`src/pkg/codec_mode_pkg.sv`:
```
// Package: register map, field layout, reset values and step timing for the codec mode block
package codec_mode_pkg;

	// Register addresses on the control port
	localparam logic [7:0] ADDR_DAC_OUTPUT_CONTROL = 8'h44;
	localparam logic [7:0] ADDR_DAC_FILTER_FLAG_CONTROL = 8'h45;
	localparam logic [7:0] ADDR_ADC_LEFT_GAIN = 8'h46;
	localparam logic [7:0] ADDR_ADC_RIGHT_GAIN = 8'h47;
	localparam logic [7:0] ADDR_ADC_PORT_CONFIG = 8'h48;

	// Reset values
	localparam logic [7:0] RST_DAC_OUTPUT_CONTROL = 8'h00;
	localparam logic [7:0] RST_DAC_FILTER_FLAG_CONTROL = 8'h00;
	localparam logic [7:0] RST_ADC_GAIN = 8'hd7;
	localparam logic [7:0] RST_ADC_PORT_CONFIG = 8'h00;

	// Writable bits, reserved bits store and read zero
	localparam logic [7:0] MASK_DAC_OUTPUT_CONTROL = 8'h47;
	localparam logic [7:0] MASK_DAC_FILTER_FLAG_CONTROL = 8'hf3;
	localparam logic [7:0] MASK_ADC_PORT_CONFIG = 8'hf3;

	// Field positions, dac_output_control
	localparam int POS_DAC_OVERSAMPLE_DOUBLE = 6;
	localparam int POS_DAC_PHASE_INVERT = 2;
	localparam int POS_DAC_SOFT_MUTE_RIGHT = 1;
	localparam int POS_DAC_SOFT_MUTE_LEFT = 0;
	// Field positions, dac_filter_flag_control
	localparam int POS_DAC_ROLLOFF_SEL = 7;
	localparam int POS_DEEMPH_RATE_LSB = 5;
	localparam int POS_DEEMPH_ENABLE = 4;
	localparam int POS_SILENCE_FLAG_POLARITY = 1;
	localparam int POS_SILENCE_FLAG_COMBINE = 0;
	// Field positions, adc_port_config
	localparam int POS_ADC_CLOCK_SET_SEL = 7;
	localparam int POS_ADC_ROLE_LSB = 4;
	localparam int POS_ADC_WORD_FORMAT_LSB = 0;

	// Attenuator codes
	localparam logic [7:0] ADC_GAIN_UNITY = 8'hd7;
	localparam logic [7:0] ADC_MUTE_TOP = 8'h0e;
	localparam logic [7:0] DAC_MUTE_LEVEL = 8'h36;

	// Step timing, in sample periods
	localparam logic [9:0] DAC_STEP_FS = 10'h008;
	localparam logic [9:0] ADC_FIXED_STEP_FS = 10'h008;
	localparam logic [9:0] ZC_TIMEOUT_FS = 10'h200;

	// Bit clock runs at 64 fs
	localparam logic [10:0] BITCLK_PER_FRAME = 11'h040;

	// Serial word formats
	typedef enum logic [1:0] {
		FMT_I2S_24 = 2'h0,
		FMT_LEFT_24 = 2'h1,
		FMT_RIGHT_24 = 2'h2,
		FMT_RIGHT_16 = 2'h3
	} word_format_e;

	// Port roles
	typedef enum logic [2:0] {
		ROLE_SLAVE = 3'h0,
		ROLE_M768 = 3'h1,
		ROLE_M512 = 3'h2,
		ROLE_M384 = 3'h3,
		ROLE_M256 = 3'h4
	} adc_role_e;

	// One register access from the serial control decoder
	typedef struct packed {
		logic [7:0] addr;
		logic [7:0] data;
	} ctrl_access_s;

	// DAC digital path settings
	typedef struct packed {
		logic oversample_double;
		logic [7:0] oversample_ratio;
		logic phase_invert;
		logic rolloff_sel;
		logic deemph_enable;
		logic [1:0] deemph_rate_sel;
	} dac_mode_s;

	// ADC port settings
	typedef struct packed {
		logic clock_set_sel;
		logic [2:0] role;
		logic [1:0] word_format;
	} adc_mode_s;

endpackage

```
`src/design/codec_digital_mode_control.sv`:
```
// Module: mode registers, DAC soft mute, ADC gain ramps, flags and ADC port clocking
`timescale 1ns/1ps
module codec_digital_mode_control
	import codec_mode_pkg::*;
(
	input wire logic clk,
	input wire logic sys_rst,
	input wire logic ce,
	input wire logic wr_en,
	input wire logic rd_en,
	input wire ctrl_access_s access,
	output logic rd_valid,
	output logic [7:0] rd_data,
	input wire logic fs_tick,
	input wire logic [1:0] dac_sysclk_ratio,
	input wire logic [7:0] dac_atten_left,
	input wire logic [7:0] dac_atten_right,
	input wire logic [1:0] dac_zero_detect,
	input wire logic [1:0] adc_zero_cross,
	input wire logic zc_detect_disable,
	input wire logic sysclk_a,
	input wire logic sysclk_b,
	input wire logic bitclk_a,
	input wire logic bitclk_b,
	input wire logic frameclk_a,
	input wire logic frameclk_b,
	output dac_mode_s dac_mode,
	output adc_mode_s adc_mode,
	output logic [7:0] dac_level_left,
	output logic [7:0] dac_level_right,
	output logic [7:0] adc_gain_level_left,
	output logic [7:0] adc_gain_level_right,
	output logic [1:0] adc_ramp_busy,
	output logic left_silence_flag,
	output logic right_silence_flag,
	output logic adc_bitclk_out,
	output logic adc_frameclk_out,
	output logic bitclk_a_oe_n,
	output logic frameclk_a_oe_n,
	output logic bitclk_b_oe_n,
	output logic frameclk_b_oe_n
);

	// One step of an attenuator toward its target
	function automatic logic [7:0] step_toward(input logic [7:0] cur, input logic [7:0] tgt);
		if (cur < tgt) begin
			step_toward = cur + 8'h01;
		end else if (cur > tgt) begin
			step_toward = cur - 8'h01;
		end else begin
			step_toward = cur;
		end
	endfunction

	// Sysclk cycles per frame for a master role, zero for slave
	function automatic logic [10:0] frame_ratio(input logic [2:0] role);
		case (role)
			ROLE_M768: frame_ratio = 11'h300;
			ROLE_M512: frame_ratio = 11'h200;
			ROLE_M384: frame_ratio = 11'h180;
			ROLE_M256: frame_ratio = 11'h100;
			default: frame_ratio = 11'h000;
		endcase
	endfunction

	// Oversampling factor from clock ratio group and double bit
	function automatic logic [7:0] osr_factor(input logic [1:0] ratio, input logic dbl);
		logic [7:0] base;
		base = 8'h10;
		case (ratio)
			2'h0: base = 8'h40;
			2'h1: base = 8'h20;
			default: base = 8'h10;
		endcase
		osr_factor = dbl ? {base[6:0], 1'b0} : base;
	endfunction

	logic [7:0] dac_output_control; // Register 0x44
	logic [7:0] dac_filter_flag_control; // Register 0x45
	logic [7:0] adc_gain_reg [2]; // Registers 0x46, 0x47
	logic [7:0] adc_port_config; // Register 0x48
	logic [7:0] dac_level [2]; // Current DAC attenuator
	logic [2:0] dac_div; // Sample periods toward next DAC step
	logic [7:0] adc_level [2]; // Current ADC gain
	logic [7:0] adc_target [2]; // Gain being ramped toward
	logic [7:0] adc_pend [2]; // Single-entry command buffer
	logic [1:0] adc_pend_v; // Buffer holds a command
	logic [8:0] zc_wait [2]; // Sample periods without zero cross
	logic [1:0] zc_timeout; // Timeout stepping active
	logic [2:0] fix_div [2]; // Fixed-interval step divider
	logic [1:0] adc_step; // Step strobe per channel
	logic [1:0] adc_busy; // Ramp in progress per channel
	logic [1:0] gain_wr; // Gain write per channel
	logic [5:0] pin_s1; // Pin synchroniser, first stage
	logic [5:0] pin_s2; // Second stage
	logic [5:0] pin_s3; // Third stage
	logic [5:0] pin_val; // Accepted pin levels
	logic sck_rise; // Accepted rising edge of selected sysclk
	logic [10:0] ratio; // Sysclk cycles per frame
	logic [9:0] frame_cnt; // Sysclk count in frame half
	logic [3:0] bit_cnt; // Sysclk count in bit clock half
	logic dac_step; // DAC ramp strobe

	assign gain_wr[0] = wr_en && access.addr == ADDR_ADC_LEFT_GAIN;
	assign gain_wr[1] = wr_en && access.addr == ADDR_ADC_RIGHT_GAIN;

	// Register writes, reserved bits forced to zero
	always_ff @(posedge clk) begin
		if (sys_rst) begin
			dac_output_control <= RST_DAC_OUTPUT_CONTROL;
			dac_filter_flag_control <= RST_DAC_FILTER_FLAG_CONTROL;
			adc_gain_reg[0] <= RST_ADC_GAIN;
			adc_gain_reg[1] <= RST_ADC_GAIN;
			adc_port_config <= RST_ADC_PORT_CONFIG;
		end else if (ce && wr_en) begin
			case (access.addr)
				ADDR_DAC_OUTPUT_CONTROL: begin
					dac_output_control <= access.data & MASK_DAC_OUTPUT_CONTROL;
				end
				ADDR_DAC_FILTER_FLAG_CONTROL: begin
					dac_filter_flag_control <= access.data & MASK_DAC_FILTER_FLAG_CONTROL;
				end
				ADDR_ADC_LEFT_GAIN: adc_gain_reg[0] <= access.data;
				ADDR_ADC_RIGHT_GAIN: adc_gain_reg[1] <= access.data;
				ADDR_ADC_PORT_CONFIG: begin
					adc_port_config <= access.data & MASK_ADC_PORT_CONFIG;
				end
				default: begin
					// Unmapped address, write ignored
				end
			endcase
		end
	end

	// Register reads, answer one cycle later
	always_ff @(posedge clk) begin
		if (sys_rst) begin
			rd_valid <= 1'b0;
			rd_data <= 8'h00;
		end else if (ce) begin
			rd_valid <= rd_en;
			if (rd_en) begin
				case (access.addr)
					ADDR_DAC_OUTPUT_CONTROL: rd_data <= dac_output_control;
					ADDR_DAC_FILTER_FLAG_CONTROL: rd_data <= dac_filter_flag_control;
					ADDR_ADC_LEFT_GAIN: rd_data <= adc_gain_reg[0];
					ADDR_ADC_RIGHT_GAIN: rd_data <= adc_gain_reg[1];
					ADDR_ADC_PORT_CONFIG: rd_data <= adc_port_config;
					default: rd_data <= 8'h00;
				endcase
			end
		end
	end

	// DAC and ADC mode outputs
	always_ff @(posedge clk) begin
		if (sys_rst) begin
			dac_mode <= '0;
			adc_mode <= '0;
		end else if (ce) begin
			dac_mode.oversample_double <= dac_output_control[POS_DAC_OVERSAMPLE_DOUBLE];
			dac_mode.oversample_ratio <= osr_factor(dac_sysclk_ratio,
				dac_output_control[POS_DAC_OVERSAMPLE_DOUBLE]);
			dac_mode.phase_invert <= dac_output_control[POS_DAC_PHASE_INVERT];
			dac_mode.rolloff_sel <= dac_filter_flag_control[POS_DAC_ROLLOFF_SEL];
			dac_mode.deemph_enable <= dac_filter_flag_control[POS_DEEMPH_ENABLE];
			dac_mode.deemph_rate_sel <=
				dac_filter_flag_control[POS_DEEMPH_RATE_LSB +: 2];
			adc_mode.clock_set_sel <= adc_port_config[POS_ADC_CLOCK_SET_SEL];
			adc_mode.role <= adc_port_config[POS_ADC_ROLE_LSB +: 3];
			adc_mode.word_format <= adc_port_config[POS_ADC_WORD_FORMAT_LSB +: 2];
		end
	end

	// Silence flags, combine then polarity
	always_ff @(posedge clk) begin
		if (sys_rst) begin
			left_silence_flag <= 1'b0;
			right_silence_flag <= 1'b0;
		end else if (ce) begin
			if (dac_filter_flag_control[POS_SILENCE_FLAG_COMBINE]) begin
				left_silence_flag <= (&dac_zero_detect) ^
					dac_filter_flag_control[POS_SILENCE_FLAG_POLARITY];
				right_silence_flag <= (&dac_zero_detect) ^
					dac_filter_flag_control[POS_SILENCE_FLAG_POLARITY];
			end else begin
				left_silence_flag <= dac_zero_detect[0] ^
					dac_filter_flag_control[POS_SILENCE_FLAG_POLARITY];
				right_silence_flag <= dac_zero_detect[1] ^
					dac_filter_flag_control[POS_SILENCE_FLAG_POLARITY];
			end
		end
	end

	// DAC soft mute step divider
	assign dac_step = fs_tick && dac_div == 3'(DAC_STEP_FS - 10'h001);
	always_ff @(posedge clk) begin
		if (sys_rst) begin
			dac_div <= 3'h0;
		end else if (ce && fs_tick) begin
			dac_div <= dac_div + 3'h1;
		end
	end

	// DAC attenuators ramp toward mute or programmed level
	always_ff @(posedge clk) begin
		if (sys_rst) begin
			dac_level[0] <= DAC_MUTE_LEVEL;
			dac_level[1] <= DAC_MUTE_LEVEL;
		end else if (ce && dac_step) begin
			dac_level[0] <= step_toward(dac_level[0],
				dac_output_control[POS_DAC_SOFT_MUTE_LEFT] ? DAC_MUTE_LEVEL : dac_atten_left);
			dac_level[1] <= step_toward(dac_level[1],
				dac_output_control[POS_DAC_SOFT_MUTE_RIGHT] ? DAC_MUTE_LEVEL : dac_atten_right);
		end
	end

	// Per-channel ADC gain ramp
	for (genvar ch = 0; ch < 2; ch++) begin : g_adc
		assign adc_busy[ch] = adc_level[ch] != adc_target[ch];

		// Step strobe, zero cross or fixed interval
		always_comb begin
			if (zc_detect_disable) begin
				adc_step[ch] = fs_tick && fix_div[ch] == 3'(ADC_FIXED_STEP_FS - 10'h001);
			end else begin
				adc_step[ch] = fs_tick && (adc_zero_cross[ch] || zc_timeout[ch]);
			end
		end

		// Zero cross timeout and fixed divider
		always_ff @(posedge clk) begin
			if (sys_rst) begin
				zc_wait[ch] <= 9'h000;
				zc_timeout[ch] <= 1'b0;
				fix_div[ch] <= 3'h0;
			end else if (ce && fs_tick) begin
				fix_div[ch] <= fix_div[ch] + 3'h1;
				if (adc_zero_cross[ch]) begin
					zc_wait[ch] <= 9'h000;
					zc_timeout[ch] <= 1'b0;
				end else if (zc_wait[ch] == 9'(ZC_TIMEOUT_FS - 10'h001)) begin
					zc_timeout[ch] <= 1'b1;
				end else begin
					zc_wait[ch] <= zc_wait[ch] + 9'h001;
				end
			end
		end

		// Target and single-entry command buffer
		always_ff @(posedge clk) begin
			if (sys_rst) begin
				adc_target[ch] <= RST_ADC_GAIN;
				adc_pend[ch] <= RST_ADC_GAIN;
				adc_pend_v[ch] <= 1'b0;
			end else if (ce) begin
				if (gain_wr[ch] && adc_busy[ch]) begin
					adc_pend[ch] <= access.data;
					adc_pend_v[ch] <= 1'b1;
				end else if (gain_wr[ch]) begin
					adc_target[ch] <= access.data;
					adc_pend_v[ch] <= 1'b0;
				end else if (!adc_busy[ch] && adc_pend_v[ch]) begin
					adc_target[ch] <= adc_pend[ch];
					adc_pend_v[ch] <= 1'b0;
				end
			end
		end

		// Current gain, one half-dB code per step
		always_ff @(posedge clk) begin
			if (sys_rst) begin
				adc_level[ch] <= RST_ADC_GAIN;
			end else if (ce && adc_step[ch]) begin
				adc_level[ch] <= step_toward(adc_level[ch], adc_target[ch]);
			end
		end
	end

	// Attenuator outputs
	always_ff @(posedge clk) begin
		if (sys_rst) begin
			dac_level_left <= DAC_MUTE_LEVEL;
			dac_level_right <= DAC_MUTE_LEVEL;
			adc_gain_level_left <= RST_ADC_GAIN;
			adc_gain_level_right <= RST_ADC_GAIN;
			adc_ramp_busy <= 2'h0;
		end else if (ce) begin
			dac_level_left <= dac_level[0];
			dac_level_right <= dac_level[1];
			adc_gain_level_left <= adc_level[0];
			adc_gain_level_right <= adc_level[1];
			adc_ramp_busy <= adc_busy | adc_pend_v;
		end
	end

	// Pin synchronisers, change accepted when stages two and three agree
	always_ff @(posedge clk) begin
		if (sys_rst) begin
			pin_s1 <= 6'h00;
			pin_s2 <= 6'h00;
			pin_s3 <= 6'h00;
			pin_val <= 6'h00;
		end else if (ce) begin
			pin_s1 <= {frameclk_b, frameclk_a, bitclk_b, bitclk_a, sysclk_b, sysclk_a};
			pin_s2 <= pin_s1;
			pin_s3 <= pin_s2;
			for (int i = 0; i < 6; i++) begin
				if (pin_s2[i] == pin_s3[i]) begin
					pin_val[i] <= pin_s3[i];
				end
			end
		end
	end

	assign sck_rise = adc_port_config[POS_ADC_CLOCK_SET_SEL] ?
		(pin_s2[1] && pin_s3[1] && !pin_val[1]) :
		(pin_s2[0] && pin_s3[0] && !pin_val[0]);
	assign ratio = frame_ratio(adc_port_config[POS_ADC_ROLE_LSB +: 3]);

	// ADC port clocks, divided in master role, relayed in slave role
	always_ff @(posedge clk) begin
		if (sys_rst) begin
			frame_cnt <= 10'h000;
			bit_cnt <= 4'h0;
			adc_bitclk_out <= 1'b0;
			adc_frameclk_out <= 1'b0;
		end else if (ce) begin
			if (ratio == 11'h000) begin
				frame_cnt <= 10'h000;
				bit_cnt <= 4'h0;
				adc_bitclk_out <= adc_port_config[POS_ADC_CLOCK_SET_SEL] ?
					pin_val[3] : pin_val[2];
				adc_frameclk_out <= adc_port_config[POS_ADC_CLOCK_SET_SEL] ?
					pin_val[5] : pin_val[4];
			end else if (sck_rise) begin
				if (bit_cnt == 4'(ratio / (BITCLK_PER_FRAME * 11'h002) - 11'h001)) begin
					bit_cnt <= 4'h0;
					adc_bitclk_out <= !adc_bitclk_out;
				end else begin
					bit_cnt <= bit_cnt + 4'h1;
				end
				if (frame_cnt == 10'(ratio / 11'h002 - 11'h001)) begin
					frame_cnt <= 10'h000;
					adc_frameclk_out <= !adc_frameclk_out;
				end else begin
					frame_cnt <= frame_cnt + 10'h001;
				end
			end
		end
	end

	// Drive enables, low on the selected set in a master role
	always_ff @(posedge clk) begin
		if (sys_rst) begin
			bitclk_a_oe_n <= 1'b1;
			frameclk_a_oe_n <= 1'b1;
			bitclk_b_oe_n <= 1'b1;
			frameclk_b_oe_n <= 1'b1;
		end else if (ce) begin
			bitclk_a_oe_n <= !(ratio != 11'h000 && !adc_port_config[POS_ADC_CLOCK_SET_SEL]);
			frameclk_a_oe_n <= !(ratio != 11'h000 && !adc_port_config[POS_ADC_CLOCK_SET_SEL]);
			bitclk_b_oe_n <= !(ratio != 11'h000 && adc_port_config[POS_ADC_CLOCK_SET_SEL]);
			frameclk_b_oe_n <= !(ratio != 11'h000 && adc_port_config[POS_ADC_CLOCK_SET_SEL]);
		end
	end
endmodule

```
`config.mk`:
```
export PLATFORM = sky130hd
export DESIGN_NAME = codec_digital_mode_control
export DESIGN_NICKNAME = d
export VERILOG_FILES = /design/src/pkg/codec_mode_pkg.sv /design/src/design/codec_digital_mode_control.sv
export SDC_FILE = /design/constraint.sdc
export NUM_CORES = 1
export LEC_CHECK = 0
export ABC_AREA = 1
export BUFFER_PORTS_ARGS = -buffer_cell sky130_fd_sc_hd__buf_2
export CAP_MARGIN = 20
export CORE_ASPECT_RATIO = 0.7
export CORE_MARGIN = 3
export CORE_UTILIZATION = 45
export CTS_BUF_LIST = sky130_fd_sc_hd__clkbuf_2 sky130_fd_sc_hd__clkbuf_4 sky130_fd_sc_hd__clkbuf_8
export DETAILED_ROUTE_END_ITERATION = 12
export PLACE_DENSITY = 0.71
export SLEW_MARGIN = 20
export SYNTH_ARGS = -nofsm -noshare
export SYNTH_HDL_FRONTEND = slang
export SYNTH_SLANG_ARGS = --single-unit
```
`constraint.sdc`:
```
create_clock -name clk -period 2.39 [get_ports clk]
set_input_delay 0.3585 -clock clk [delete_from_list [all_inputs] [get_ports clk]]
set_output_delay 0.3585 -clock clk [all_outputs]
set_load 0.05 [all_outputs]
```
==> results by group, run 1 <==
Clock network
  – Clock Tree Buf Depth: 3
  – Worst-path clk slew: 0.06 ns
  – CTS Buf Count: 38
  – Later-pin clock latency in the skew report: 0.53 ns
  – Htree depth: 2
  – CTS tree: done
  – CTS sink count: 230
  – CTS root buffer: clkbuf_8

Synth
  – Post-synthesis simple-gate area fraction: 0.214
  – Largest area contributor in the netlist: edfxtp_1
  – Synth cell types: 47
  – Largest family of logic cells by synthesized area: simple AND/OR/NAND/NOR gates
  – Top cells by area, synth: edfxtp_1 (27%), dfxtp_1 (22%), nand2_1 (9.1%), ha_1 (8.1%), o21ai_0 (5.7%)
  – Adder-cell share of the synthesized area: 0.0880
  – Synth async-reset ratio: 0
  – Seq cells post-synth: 230
  – Top cells by count, synth: nand2_1 (278), nor2_1 (163), inv_1 (139), o21ai_0 (131), dfxtp_1 (126)
  – Seq/Total Area, Yosys: 0.494
  – Most common cell in the netlist: nand2_1
  – Main synth FF type: dfxtp_1
  – XOR/XNOR Fraction of Synth Area: 0.00919
  – Avg Cell Area, Syn: 8.38 um^2
  – Post-synthesis cell count: 1364
  – Synth Warn #: 0
  – Mapped cell area: 11400 um^2
  – Number of synthesized flops with an enable pin: 104
  – Share of the synthesized area in the top cell type: 0.273
  – Synth Area in Compound Gates: 0.125
  – Post-synthesis mux area share: 0.00175

Outcome
  – Violated checks: negative setup slack
  – Status: finished with violations

Setup path
  – Crit. End Element: flop
  – Crit path required time: 2.67 ns
  – Worst-path fanout max: 5
  – Crit Path Class: flop to flop
  – Startpoint types: flop
  – Critical path arrival: 2.96 ns

Detailed routing
  – Final WL: 31600 um
  – Vias: 10300
  – Detail Route Antenna Nets: 0
  – Wirelength per Cell: 16.0 um
  – Drt pass-1 iters: 5
  – DRC violation count after routing: 0
  – Drt via density: 5.19
  – Iter 0 DRT Violations: 823

Floorplanning
  – Die area: 27400 um^2
  – IO Pins: 122
  – Die Wd: 197 um
  – Initial core utilization: 0.461
  – Total core area: 24800 um^2
  – Die H: 139 um
  – Core Rows: 48

Run
  – MaxCap Viol Count: 0

Placed design
  – Placed Cells: 1871
  – Placer Congestion: 0.897
  – Hpwl dp: 21300 um
  – Post-Place Cell Area: 13200 um^2
  – PortBufs: 117

Layout
  – Nets: 1756
  – Layout cell share with drive strength beyond 1: 0.315
  – Core Util, Final: 0.614
  – Non-Filler Instances: 1982
  – Layout fillers: 2064
  – Top reg by flops: zc_wait
  – Synth-to-Final Area Change: 33.2%
  – Post-route cell area: 15200 um^2
  – Max reg flops: 18

Power and ir drop
  – Maximum vdd drop: 0.331 mV
  – Power Total: 9.95 mW
  – P_leak: 6.53 nW
  – P per Cell Area: 653 nW/um^2

GRT
  – Vias in the first global route: 9792
  – Largest net degree at the start of global routing: 42
  – GRT overflow: 0
  – Initial antenna violation count: 2
  – First-pass GRT wire length: 49000 um
  – Tot GR Track Use: 0.220

Worst hold path
  – Hold Crit Class: input pin to flop

STA
  – Achievable Freq: 373 MHz
  – Max-slew violation count: 0
  – Final Cycle Share: 1.12
  – Clk_skew: 0.0128 ns
  – Crit path time final: 2.68 ns
  – Crit path setup slack, layout: -0.293 ns
  – Final count of negative-setup-slack endpoints: 23
  – RSZ-0062 raised after global routing: true
  – Final hold viol count: 0
  – Setup_tns: -3.51 ns
==> cells in the final DEF (no fill, tap or decap), types with 10 or more instances in the layout <==
cell / count
edfxtp_1: 104
ha_4: 39
inv_2: 17
inv_1: 124
nand3_1: 76
buf_6: 23
buf_2: 117
dfxtp_1: 123
ha_1: 34
nor3_1: 11
clkbuf_8: 48
nor2_1: 152
nand2_2: 28
nand3_2: 10
clkbuf_4: 11
nand2_1: 246
nor2_2: 11
buf_4: 121
o21ai_0: 118
a21oi_2: 24
a21oi_1: 81
==> final cells by class <==
type | instances | area [um^2] | share of cell area
multi-input cells | 946 | 5970 | 0.392
flip-flops and latches | 230 | 5650 | 0.371
repair buffers | 265 | 1830 | 0.120
clock buffers | 59 | 743 | 0.0488
inverters | 146 | 557 | 0.0365
well taps | 325 | 407 | 0.0267
clock inverters | 9 | 71.3 | 0.00468
diodes | 2 | 5.00 | 0.000328
==> worst max-delay path, cell delays in order, from the launching register on <==
cell and delay, ns:
edfxtp_1 0.47, ha_4 0.26, a21oi_2 0.12, nor2_1 0.06, nor3_2 0.27, nand2_4 0.15
fa_2 0.39, nand3_2 0.10, nand3_2 0.10, a21o_1 0.20, a21oi_2 0.15, nand2_1 0.06
nand2_1 0.05, nor2_1 0.04
==> per-stage QoR <==
stage               setup WS [ns]  hold WS [ns]
floorplan                 -0.0609         0.435
global placement           -0.219         0.432
detailed placement         -0.291         0.444
CTS                        -0.222        0.0321
global route               -0.419        0.0644
finish                     -0.293        0.0639
==> path summary, 6_finish.rpt <==
kind	startpoint	end	slack, ns	depth (start not counted)
max	dac_level[0][5]	dac_level[0][6]	-0.29	13
max reg2reg	dac_level[0][5]	dac_level[0][6]	-0.29	13
min	sysclk_a	pin_s1[0]	0.06	3
min reg2reg	dac_level_right[4]	dac_level_right[4]	0.46	2
==> repair_timing <==
action                     in CTS  in global routing
buffers inserted               22                 27
pin swaps                      53                 74
resized for setup             117                 89
setup endpoints to repair      27                 68
hold buffers                    0                  0
==> report_power, final <==
| part | internal [mW] | switching [mW] | total, mW |
|---|---|---|---|
| Combinational | 0.800 | 1.09 | 1.89 |
| Clock | 2.09 | 1.62 | 3.71 |
| Sequential | 4.26 | 0.0893 | 4.35 |
==> routing by layer <==
| metal | wire (um) | vias up | global-route usage |
|---|---|---|---|
| li1 | - | 5099 | - |
| met1 | 14300 | 4778 | 0.306 |
| met2 | 14100 | 340 | 0.341 |
| met3 | 2250 | 78 | 0.0486 |
| met4 | 1010 | 0 | 0.0802 |
| met5 | 0 | - | 0 |
==> kinds of logic (layout without fill, tap and decap cells) <==
kind of cell / count (synthesis) / in the layout
AOI/OAI and AO/OA: 271 / 271
other: 1 / 6
buffers and inverters: 191 / 479
muxes: 2 / 2
and+or+nand+nor: 579 / 579
adders and majority gates: 78 / 78
DFF: 230 / 230
xor gates and xnor gates: 12 / 12
(Power assumes the default switching activity.)
==> run 2: changes to the inputs <==
--- a/config.mk
+++ b/config.mk
@@ -5,7 +5,6 @@
 export SDC_FILE = /design/constraint.sdc
 export NUM_CORES = 1
 export LEC_CHECK = 0
-export ABC_AREA = 1
 export BUFFER_PORTS_ARGS = -buffer_cell sky130_fd_sc_hd__buf_2
 export CAP_MARGIN = 20
 export CORE_ASPECT_RATIO = 0.7
==> constraint.sdc (replaced) <==
create_clock -name clk -period 2.39 [get_ports clk]
set_input_delay 0.3585 -clock clk [delete_from_list [all_inputs] [get_ports clk]]
set_output_delay 0.3585 -clock clk [all_outputs]
set_load 0.02 [all_outputs]
==> results by group, run 2 <==
Outcome
  – Status: finished with violations
  – Violated checks: negative setup slack

Clock network
  – CTS tree: done
  – Later-pin clock latency in the skew report: 0.55 ns (+0.02 ns)
  – Htree depth: 2 (unchanged)
  – Worst-path clk slew: 0.07 ns (about the same)
  – CTS root buffer: clkbuf_8
  – CTS sink count: 230 (unchanged)
  – Clock Tree Buf Depth: 3 (unchanged)
  – CTS Buf Count: 39 (+2.6%)

Power and ir drop
  – P_int: 6.96 mW (-2.7%)
  – P_sw: 2.48 mW (-11%)
  – Sequential power share: 0.450 (+0.013)
  – P per Cell Area: 611 nW/um^2 (-6.5%)
  – Maximum vdd drop: 0.429 mV (+30%)
  – Clk pwr share: 0.392 (+0.019)
  – Power Total: 9.44 mW (-5.1%)
  – P_leak: 6.38 nW (-2.2%)
  – Switching Share: 0.263 (-0.0185)
  – Combinational Power Share: 0.157 (-0.033)

Setup path
  – Worst reg2reg setup slack: -0.42 ns (-0.12 ns)
  – Crit path required time: 2.81 ns (+0.14 ns)
  – Worst reg-to-reg path cell count: 13 (unchanged)
  – Critical Path Max Stage Delay: 0.36 ns (-0.11 ns)
  – Crit. End Element: flop
  – Startpoint types: flop
  – Crit Path Class: flop to flop
  – Slowest stage cell on the critical path: dfxtp_4
  – CP cell instances: buf_4, nor2_1, ha_1, a21oi_2, o21a_1, nand2_4, buf_4, ha_4, a21o_1, a21oi_2, nor2b_2, or3_1, nand3_1
  – RR Startpoint: dac_output_control[1]
  – Critical path arrival: 3.22 ns (+0.26 ns)
  – Worst r2r dst: dac_level[0][14]
  – Worst-path fanout max: 8 (+3)

GRT
  – Vias in the first global route: 9622 (-1.7%)
  – First-pass GRT wire length: 51000 um (+4.2%)
  – Tot GR Track Use: 0.225 (+0.00461)
  – Initial antenna violation count: 0 (-2)
  – GRT overflow: 0 (unchanged)
  – Largest net degree at the start of global routing: 51 (+21%)

Synth
  – Avg Cell Area, Syn: 10.1 um^2 (+20%)
  – Seq/Total Area, Yosys: 0.481 (-0.0131)
  – Seq cells post-synth: 230 (unchanged)
  – Top cells by area, synth: edfxtp_1 (27%), dfxtp_1 (21%), ha_1 (7.9%), mux2i_1 (7.3%), nor2_1 (4.5%)
  – Synth async-reset ratio: 0 (unchanged)
  – XOR/XNOR Fraction of Synth Area: 0.0250 (+0.0158)
  – Main synth FF type: dfxtp_1
  – Mapped cell area: 11700 um^2 (+2.7%)
  – Synth Area in Compound Gates: 0.115 (-0.0102)
  – Post-synthesis simple-gate area fraction: 0.175 (-0.0389)
  – Post-synthesis mux area share: 0.0819 (+0.0802)
  – Synth cell types: 66 (+40%)
  – Share of the synthesized area in the top cell type: 0.266 (-0.00724)
  – Adder-cell share of the synthesized area: 0.0856 (-0.00233)
  – Most common cell in the netlist: nor2_1
  – Top cells by count, synth: nor2_1 (140), dfxtp_1 (126), edfxtp_1 (104), nand2_1 (98), mux2i_1 (86)
  – Number of synthesized flops with an enable pin: 104 (unchanged)
  – Largest area contributor in the netlist: edfxtp_1
  – Synth Warn #: 0 (unchanged)
  – Largest family of logic cells by synthesized area: simple AND/OR/NAND/NOR gates
  – Post-synthesis cell count: 1166 (-15%)

Detailed routing
  – Final WL: 31700 um (+0.39%)
  – Iter 0 DRT Violations: 832 (+1.1%)
  – Vias: 9838 (-4.4%)
  – Drt pass-1 iters: 5 (unchanged)
  – Metal-1 WL: 15600 um (+9.0%)
  – Met2 WL post-DR: 13500 um (-4.2%)
  – Drt via density: 5.47 (+5.3%)
  – DRC violation count after routing: 0 (unchanged)
  – Detail Route Antenna Nets: 0 (unchanged)
  – Wirelength per Cell: 17.6 um (+11%)
  – Max layer used: met4
  – Metal3 WL: 2000 um (-11%)

Placed design
  – Hpwl dp: 22100 um (+3.5%)
  – PortBufs: 117 (unchanged)
  – Placer Congestion: 0.861 (-4.0%)
  – Placed Cells: 1693 (-9.5%)
  – Post-Place Cell Area: 13800 um^2 (+5.2%)
  – Dpl ws: -0.455 ns (-0.164 ns)

STA
  – RSZ-0062 raised after global routing: true
  – Final count of negative-setup-slack endpoints: 20 (-13%)
  – Least-Margin Pin Slew: 0.978 ns
  – Clk_skew: 0.0272 ns (+0.0144 ns)
  – Final Cycle Share: 1.17 (+0.0519)
  – Crit path time final: 2.81 ns (+0.124 ns)
  – Final hold viol count: 0 (unchanged)
  – Max-slew violation count: 0 (unchanged)
  – Relative slew margins: 0.340
  – Achievable Freq: 356 MHz (-4.4%)
  – Crit path setup slack, layout: -0.417 ns (-0.124 ns)

Worst hold path
  – Hold endpoint: pin_s1[5]
  – Hold Path Origin: frameclk_b
  – Hold Crit Class: input pin to flop
  – Worst Hold Depth: 3 (unchanged)

Layout
  – Non-Filler Instances: 1799 (-9.2%)
  – Layout cell share with drive strength beyond 1: 0.337 (+0.0219)
  – Nets: 1571 (-11%)
  – Commonest cells after routing, fill and taps aside: buf_4 (164), nor2_1 (131), dfxtp_1 (121)
  – Top reg by flops: zc_wait
  – Commonest non-fill, non-tap cell in the layout: buf_4
  – Post-route cell area: 15500 um^2 (+1.5%)
  – Synth-to-Final Area Change: 31.6%
  – Max reg flops: 18 (unchanged)

Floorplanning
  – Core Rows: 48 (unchanged)
  – Initial core utilization: 0.467 (+0.00578)
  – Total core area: 25200 um^2 (+1.5%)
  – Die area: 28100 um^2 (+2.6%)
  – Die H: 141 um (+1.3%)
  – IO Pins: 122 (unchanged)
  – Die Wd: 199 um (+1.3%)

Run
  – MaxCap Viol Count: 0 (unchanged)
run 2: metrics by stage:
stage                     hold slack [ns]  TNS (ns)  utilization
after floorplan                     0.436     -2.90            -
after global routing               0.0201     -8.20        0.614
after global placement              0.445     -4.90        0.549
after CTS                          0.0161     -3.67        0.599
after detailed placement            0.449     -5.48        0.550
final                              0.0451     -5.37        0.614
run 2: critical path, delay by kind of cell (launching register included):
kind	cells	cell delay [ns]
compound gates	4	0.79
buf+inv	2	0.32
fa+ha+maj	2	0.48
flops	1	0.36
simple gates	5	0.71
run 2: cells by family (layout without fill, tap and decap cells):
family / count (synthesis) / in the layout
simple gates: 423 / 423
compound gates: 205 / 205
other cells: 1 / 5
xor+xnor: 32 / 32
mux: 92 / 92
fa+ha+maj: 78 / 78
flops: 230 / 230
buf+inv: 105 / 409
run 2: metal layers:
layer,GRT usage,up-vias
met3,0.0423,54
met1,0.338,4727
met2,0.331,298
met4,0.0632,0
met5,0,-
li1,-,4759
run 2: repair_timing:
action                     CTS  global route
setup endpoints to repair   29            79
pin swaps                   34            38
hold buffers                 0             0
buffers inserted            17            22
resized for setup           53            63
run 2: worst max path at each step:
stage,startpoint,endpoint,slack (ns)
after CTS,adc_level[0][2],adc_level[0][7],-0.41
final,dac_output_control[1],dac_level[0][14],-0.42
after global routing,adc_level[0][2],adc_level[0][5],-0.54
after detailed placement,adc_level[0][2],adc_level[0][6],-0.45
after global placement,dac_atten_right[1],dac_level[0][14],-0.34
after floorplan,adc_level[0][2],adc_level[0][7],-0.41
run 2: layout make-up:
| type | count | area, um^2 |
|---|---|---|
| fillers | 2047 | 9700 |
| multi-input cells | 834 | 6440 |
| flip-flops and latches | 230 | 5660 |
| repair buffers | 292 | 1960 |
| clock buffers | 52 | 666 |
| well taps | 325 | 407 |
| inverters | 45 | 171 |
| clock inverters | 20 | 150 |
| diodes | 1 | 2.50 |
run 2: power groups by stage:
stage                     clock, mW  sequential, mW  combinational [mW]
after detailed placement          0            4.34                1.21
after floorplan                   0            4.36               0.729
after CTS                      3.78            4.25                1.32
final                          3.70            4.25                1.48
after global routing           4.00            4.26                1.62
after global placement            0            4.33                1.17
==> run 3: changes to the inputs <==
--- a/config.mk
+++ b/config.mk
@@ -10,7 +10,7 @@
 export CORE_ASPECT_RATIO = 0.7
 export CORE_MARGIN = 3
 export CORE_UTILIZATION = 45
-export CTS_BUF_LIST = sky130_fd_sc_hd__clkbuf_2 sky130_fd_sc_hd__clkbuf_4 sky130_fd_sc_hd__clkbuf_8
+export CTS_BUF_LIST = sky130_fd_sc_hd__clkbuf_16
 export DETAILED_ROUTE_END_ITERATION = 12
 export PLACE_DENSITY = 0.71
 export SLEW_MARGIN = 20
==> results by group, run 3 (same netlist as run 2, synthesis figures left out) <==
Detailed routing
  – Iter 0 DRT Violations: 739 (-11%)
  – DRC violation count after routing: 0 (unchanged)
  – Drt via density: 5.55 (+1.5%)
  – Met2 WL post-DR: 13600 um (+1.0%)
  – Final WL: 31600 um (-0.32%)
  – Metal3 WL: 2070 um (+3.4%)
  – Detail Route Antenna Nets: 0 (unchanged)
  – Drt pass-1 iters: 5 (unchanged)
  – Vias: 9823 (-0.15%)
  – Metal-1 WL: 15200 um (-2.4%)
  – Wirelength per Cell: 17.9 um (+1.4%)
  – Max layer used: met4

Floorplanning
  – Die Wd: 199 um (unchanged)
  – Die area: 28100 um^2 (unchanged)
  – Initial core utilization: 0.467 (unchanged)
  – Core Rows: 48 (unchanged)
  – Total core area: 25200 um^2 (unchanged)
  – IO Pins: 122 (unchanged)
  – Die H: 141 um (unchanged)

STA
  – Crit path setup slack, layout: -0.428 ns (-0.0114 ns)
  – Relative slew margins: 0.152 (-0.188)
  – Max-slew violation count: 0 (unchanged)
  – Final count of negative-setup-slack endpoints: 20 (unchanged)
  – Crit path time final: 2.82 ns (+0.0114 ns)
  – Final Cycle Share: 1.18 (+0.00478)
  – WHS: 0.0793 ns (+0.0342 ns)
  – RSZ-0062 raised after global routing: true
  – Final hold viol count: 0 (unchanged)
  – Least-Margin Pin Slew: 1.26 ns (+0.278 ns)
  – Clk_skew: 0.0117 ns (-0.0155 ns)
  – Achievable Freq: 355 MHz (-0.41%)

Setup path
  – Critical Path Max Stage Delay: 0.45 ns (+0.09 ns)
  – Crit-path most repeated cell: ha_4
  – Crit. End Element: flop
  – Slowest stage cell on the critical path: edfxtp_1
  – Crit Path Class: flop to flop
  – Critical path arrival: 3.08 ns (-0.14 ns)
  – Worst reg2reg setup slack: -0.43 ns (about the same)
  – Crit path required time: 2.65 ns (-0.16 ns)
  – Startpoint types: flop
  – CP cell instances: ha_4, nand2b_4, a21oi_4, nor2_4, o21ai_4, ha_4, a211oi_4, o21bai_1, o311a_1, nor3_2, mux2i_1
  – Worst-path fanout max: 5 (-3)

Power and ir drop
  – Maximum vdd drop: 0.645 mV (+50%)
  – Combinational Power Share: 0.158 (about the same)
  – Clk pwr share: 0.395 (+0.003)
  – P_int: 7.14 mW (+2.5%)
  – P_leak: 6.40 nW (+0.32%)
  – P_sw: 2.37 mW (-4.4%)
  – Switching Share: 0.249 (-0.0133)
  – Sequential power share: 0.447 (-0.003)
  – P per Cell Area: 612 nW/um^2 (+0.23%)

Outcome
  – Status: finished with violations
  – Violated checks: negative setup slack

Layout
  – Nets: 1556 (-0.95%)
  – Commonest non-fill, non-tap cell in the layout: buf_4
  – Max reg flops: 18 (unchanged)
  – Core Util, Final: 0.617 (+0.00303)
  – ANT cells: 0 (-1)
  – Top reg by flops: zc_wait
  – Synth-to-Final Area Change: 32.3%
  – Commonest cells after routing, fill and taps aside: buf_4 (160), nor2_1 (130), dfxtp_1 (121)
  – Layout cell share with drive strength beyond 1: 0.326 (-0.0106)

GRT
  – First-pass GRT wire length: 50300 um (-1.4%)
  – Initial antenna violation count: 0 (unchanged)
  – Tot GR Track Use: 0.220 (-0.00499)
  – Largest net degree at the start of global routing: 51 (unchanged)
  – Vias in the first global route: 9407 (-2.2%)
  – GRT overflow: 0 (unchanged)

Clock network
  – CTS Buf Count: 24 (-38%)
  – Hold_buf cts: 0 (unchanged)
  – Clock Tree Buf Depth: 3 (unchanged)
  – CTS root buffer: clkbuf_16
  – CTS sink count: 230 (unchanged)
  – Htree depth: 1 (-1)
  – Later-pin clock latency in the skew report: 0.52 ns (-0.03 ns)
  – CTS tree: done
  – Worst-path clk slew: 0.06 ns (about the same)

Placed design
  – Placer Congestion: 0.861 (unchanged)
  – Hpwl dp: 22100 um (unchanged)
  – PortBufs: 117 (unchanged)

Worst hold path
  – Hold Crit Class: input pin to flop

Run
  – MaxCap Viol Count: 0 (unchanged)
==> run 3: cell count changes in the layout (fill, tap and decap cells not counted), sizes merged <==
cell | previous run | this run
bufinv | 2 | 3
clkinv | 16 | 6
buf | 292 | 291
o311ai | 3 | 4
inv | 45 | 54
diode | 1 | 0
clkbuf | 52 | 25
clkinvlp | 2 | 0
==> run 3: path summary, 6_finish.rpt <==
check / from / end / depth (start not counted)
min: sys_rst / dac_level_right[3] / 2
max: adc_level[1][1] / adc_level[1][7] / 11
max reg2reg: adc_level[1][1] / adc_level[1][7] / 11
min reg2reg: pin_s3[5] / pin_val[5] / 2
==> run 3: power by group through the flow <==
| stage | logic (mW) | registers (mW) | clock network, mW |
|---|---|---|---|
| final | 1.50 | 4.25 | 3.75 |
| after global routing | 1.64 | 4.26 | 3.99 |
| after CTS | 1.34 | 4.25 | 3.83 |
| after global placement | 1.17 | 4.33 | 0 |
| after detailed placement | 1.21 | 4.34 | 0 |
| after floorplan | 0.729 | 4.36 | 0 |
==> run 3: repair_timing <==
action / in CTS / in global routing
resized for setup: 59 / 70
gates cloned: 0 / 1
endpoints found under the hold margin: 0 / 0
buffers inserted: 18 / 21
setup endpoints to repair: 30 / 74
pin swaps: 32 / 55
==> run 3: final cells by class <==
type	count	area (um^2)
clock buffers	25	626
well taps	325	407
repair buffers	291	1970
multi-input cells	835	6560
fillers	2028	9630
clock inverters	18	158
inverters	45	171
flip-flops and latches	230	5650
==> run 3: stage by stage <==
step | TNS [ns] | power, mW | instances | worst slack [ns] | instance area, um^2
2_1_floorplan | -2.90 | 5.09 | 1169 | -0.407 | 12000
3_3_place_gp | -4.90 | 5.51 | 1693 | -0.337 | 13800
3_5_place_dp | -5.48 | 5.55 | 1693 | -0.455 | 13800
4_1_cts | -3.75 | 9.42 | 1754 | -0.379 | 15100
5_1_grt | -7.18 | 9.89 | 1769 | -0.530 | 15500
6_report | -4.67 | 9.51 | 1769 | -0.428 | 15500
==> run 3: per-layer routing <==
| layer | track usage | up-vias |
|---|---|---|
| met5 | 0 | - |
| met4 | 0.0499 | 0 |
| met3 | 0.0287 | 61 |
| met2 | 0.331 | 345 |
| met1 | 0.338 | 4696 |
| li1 | - | 4721 |
==> run 3: critical path: cells and delay by family, from the launching register on <==
kind,cells,cell delay [ns]
adder cells (fa/ha/maj),2,0.59
multiplexers,1,0.11
AND/OR/NAND/NOR,3,0.26
flip-flops,1,0.45
AO/OA/AOI/OAI,5,1.15
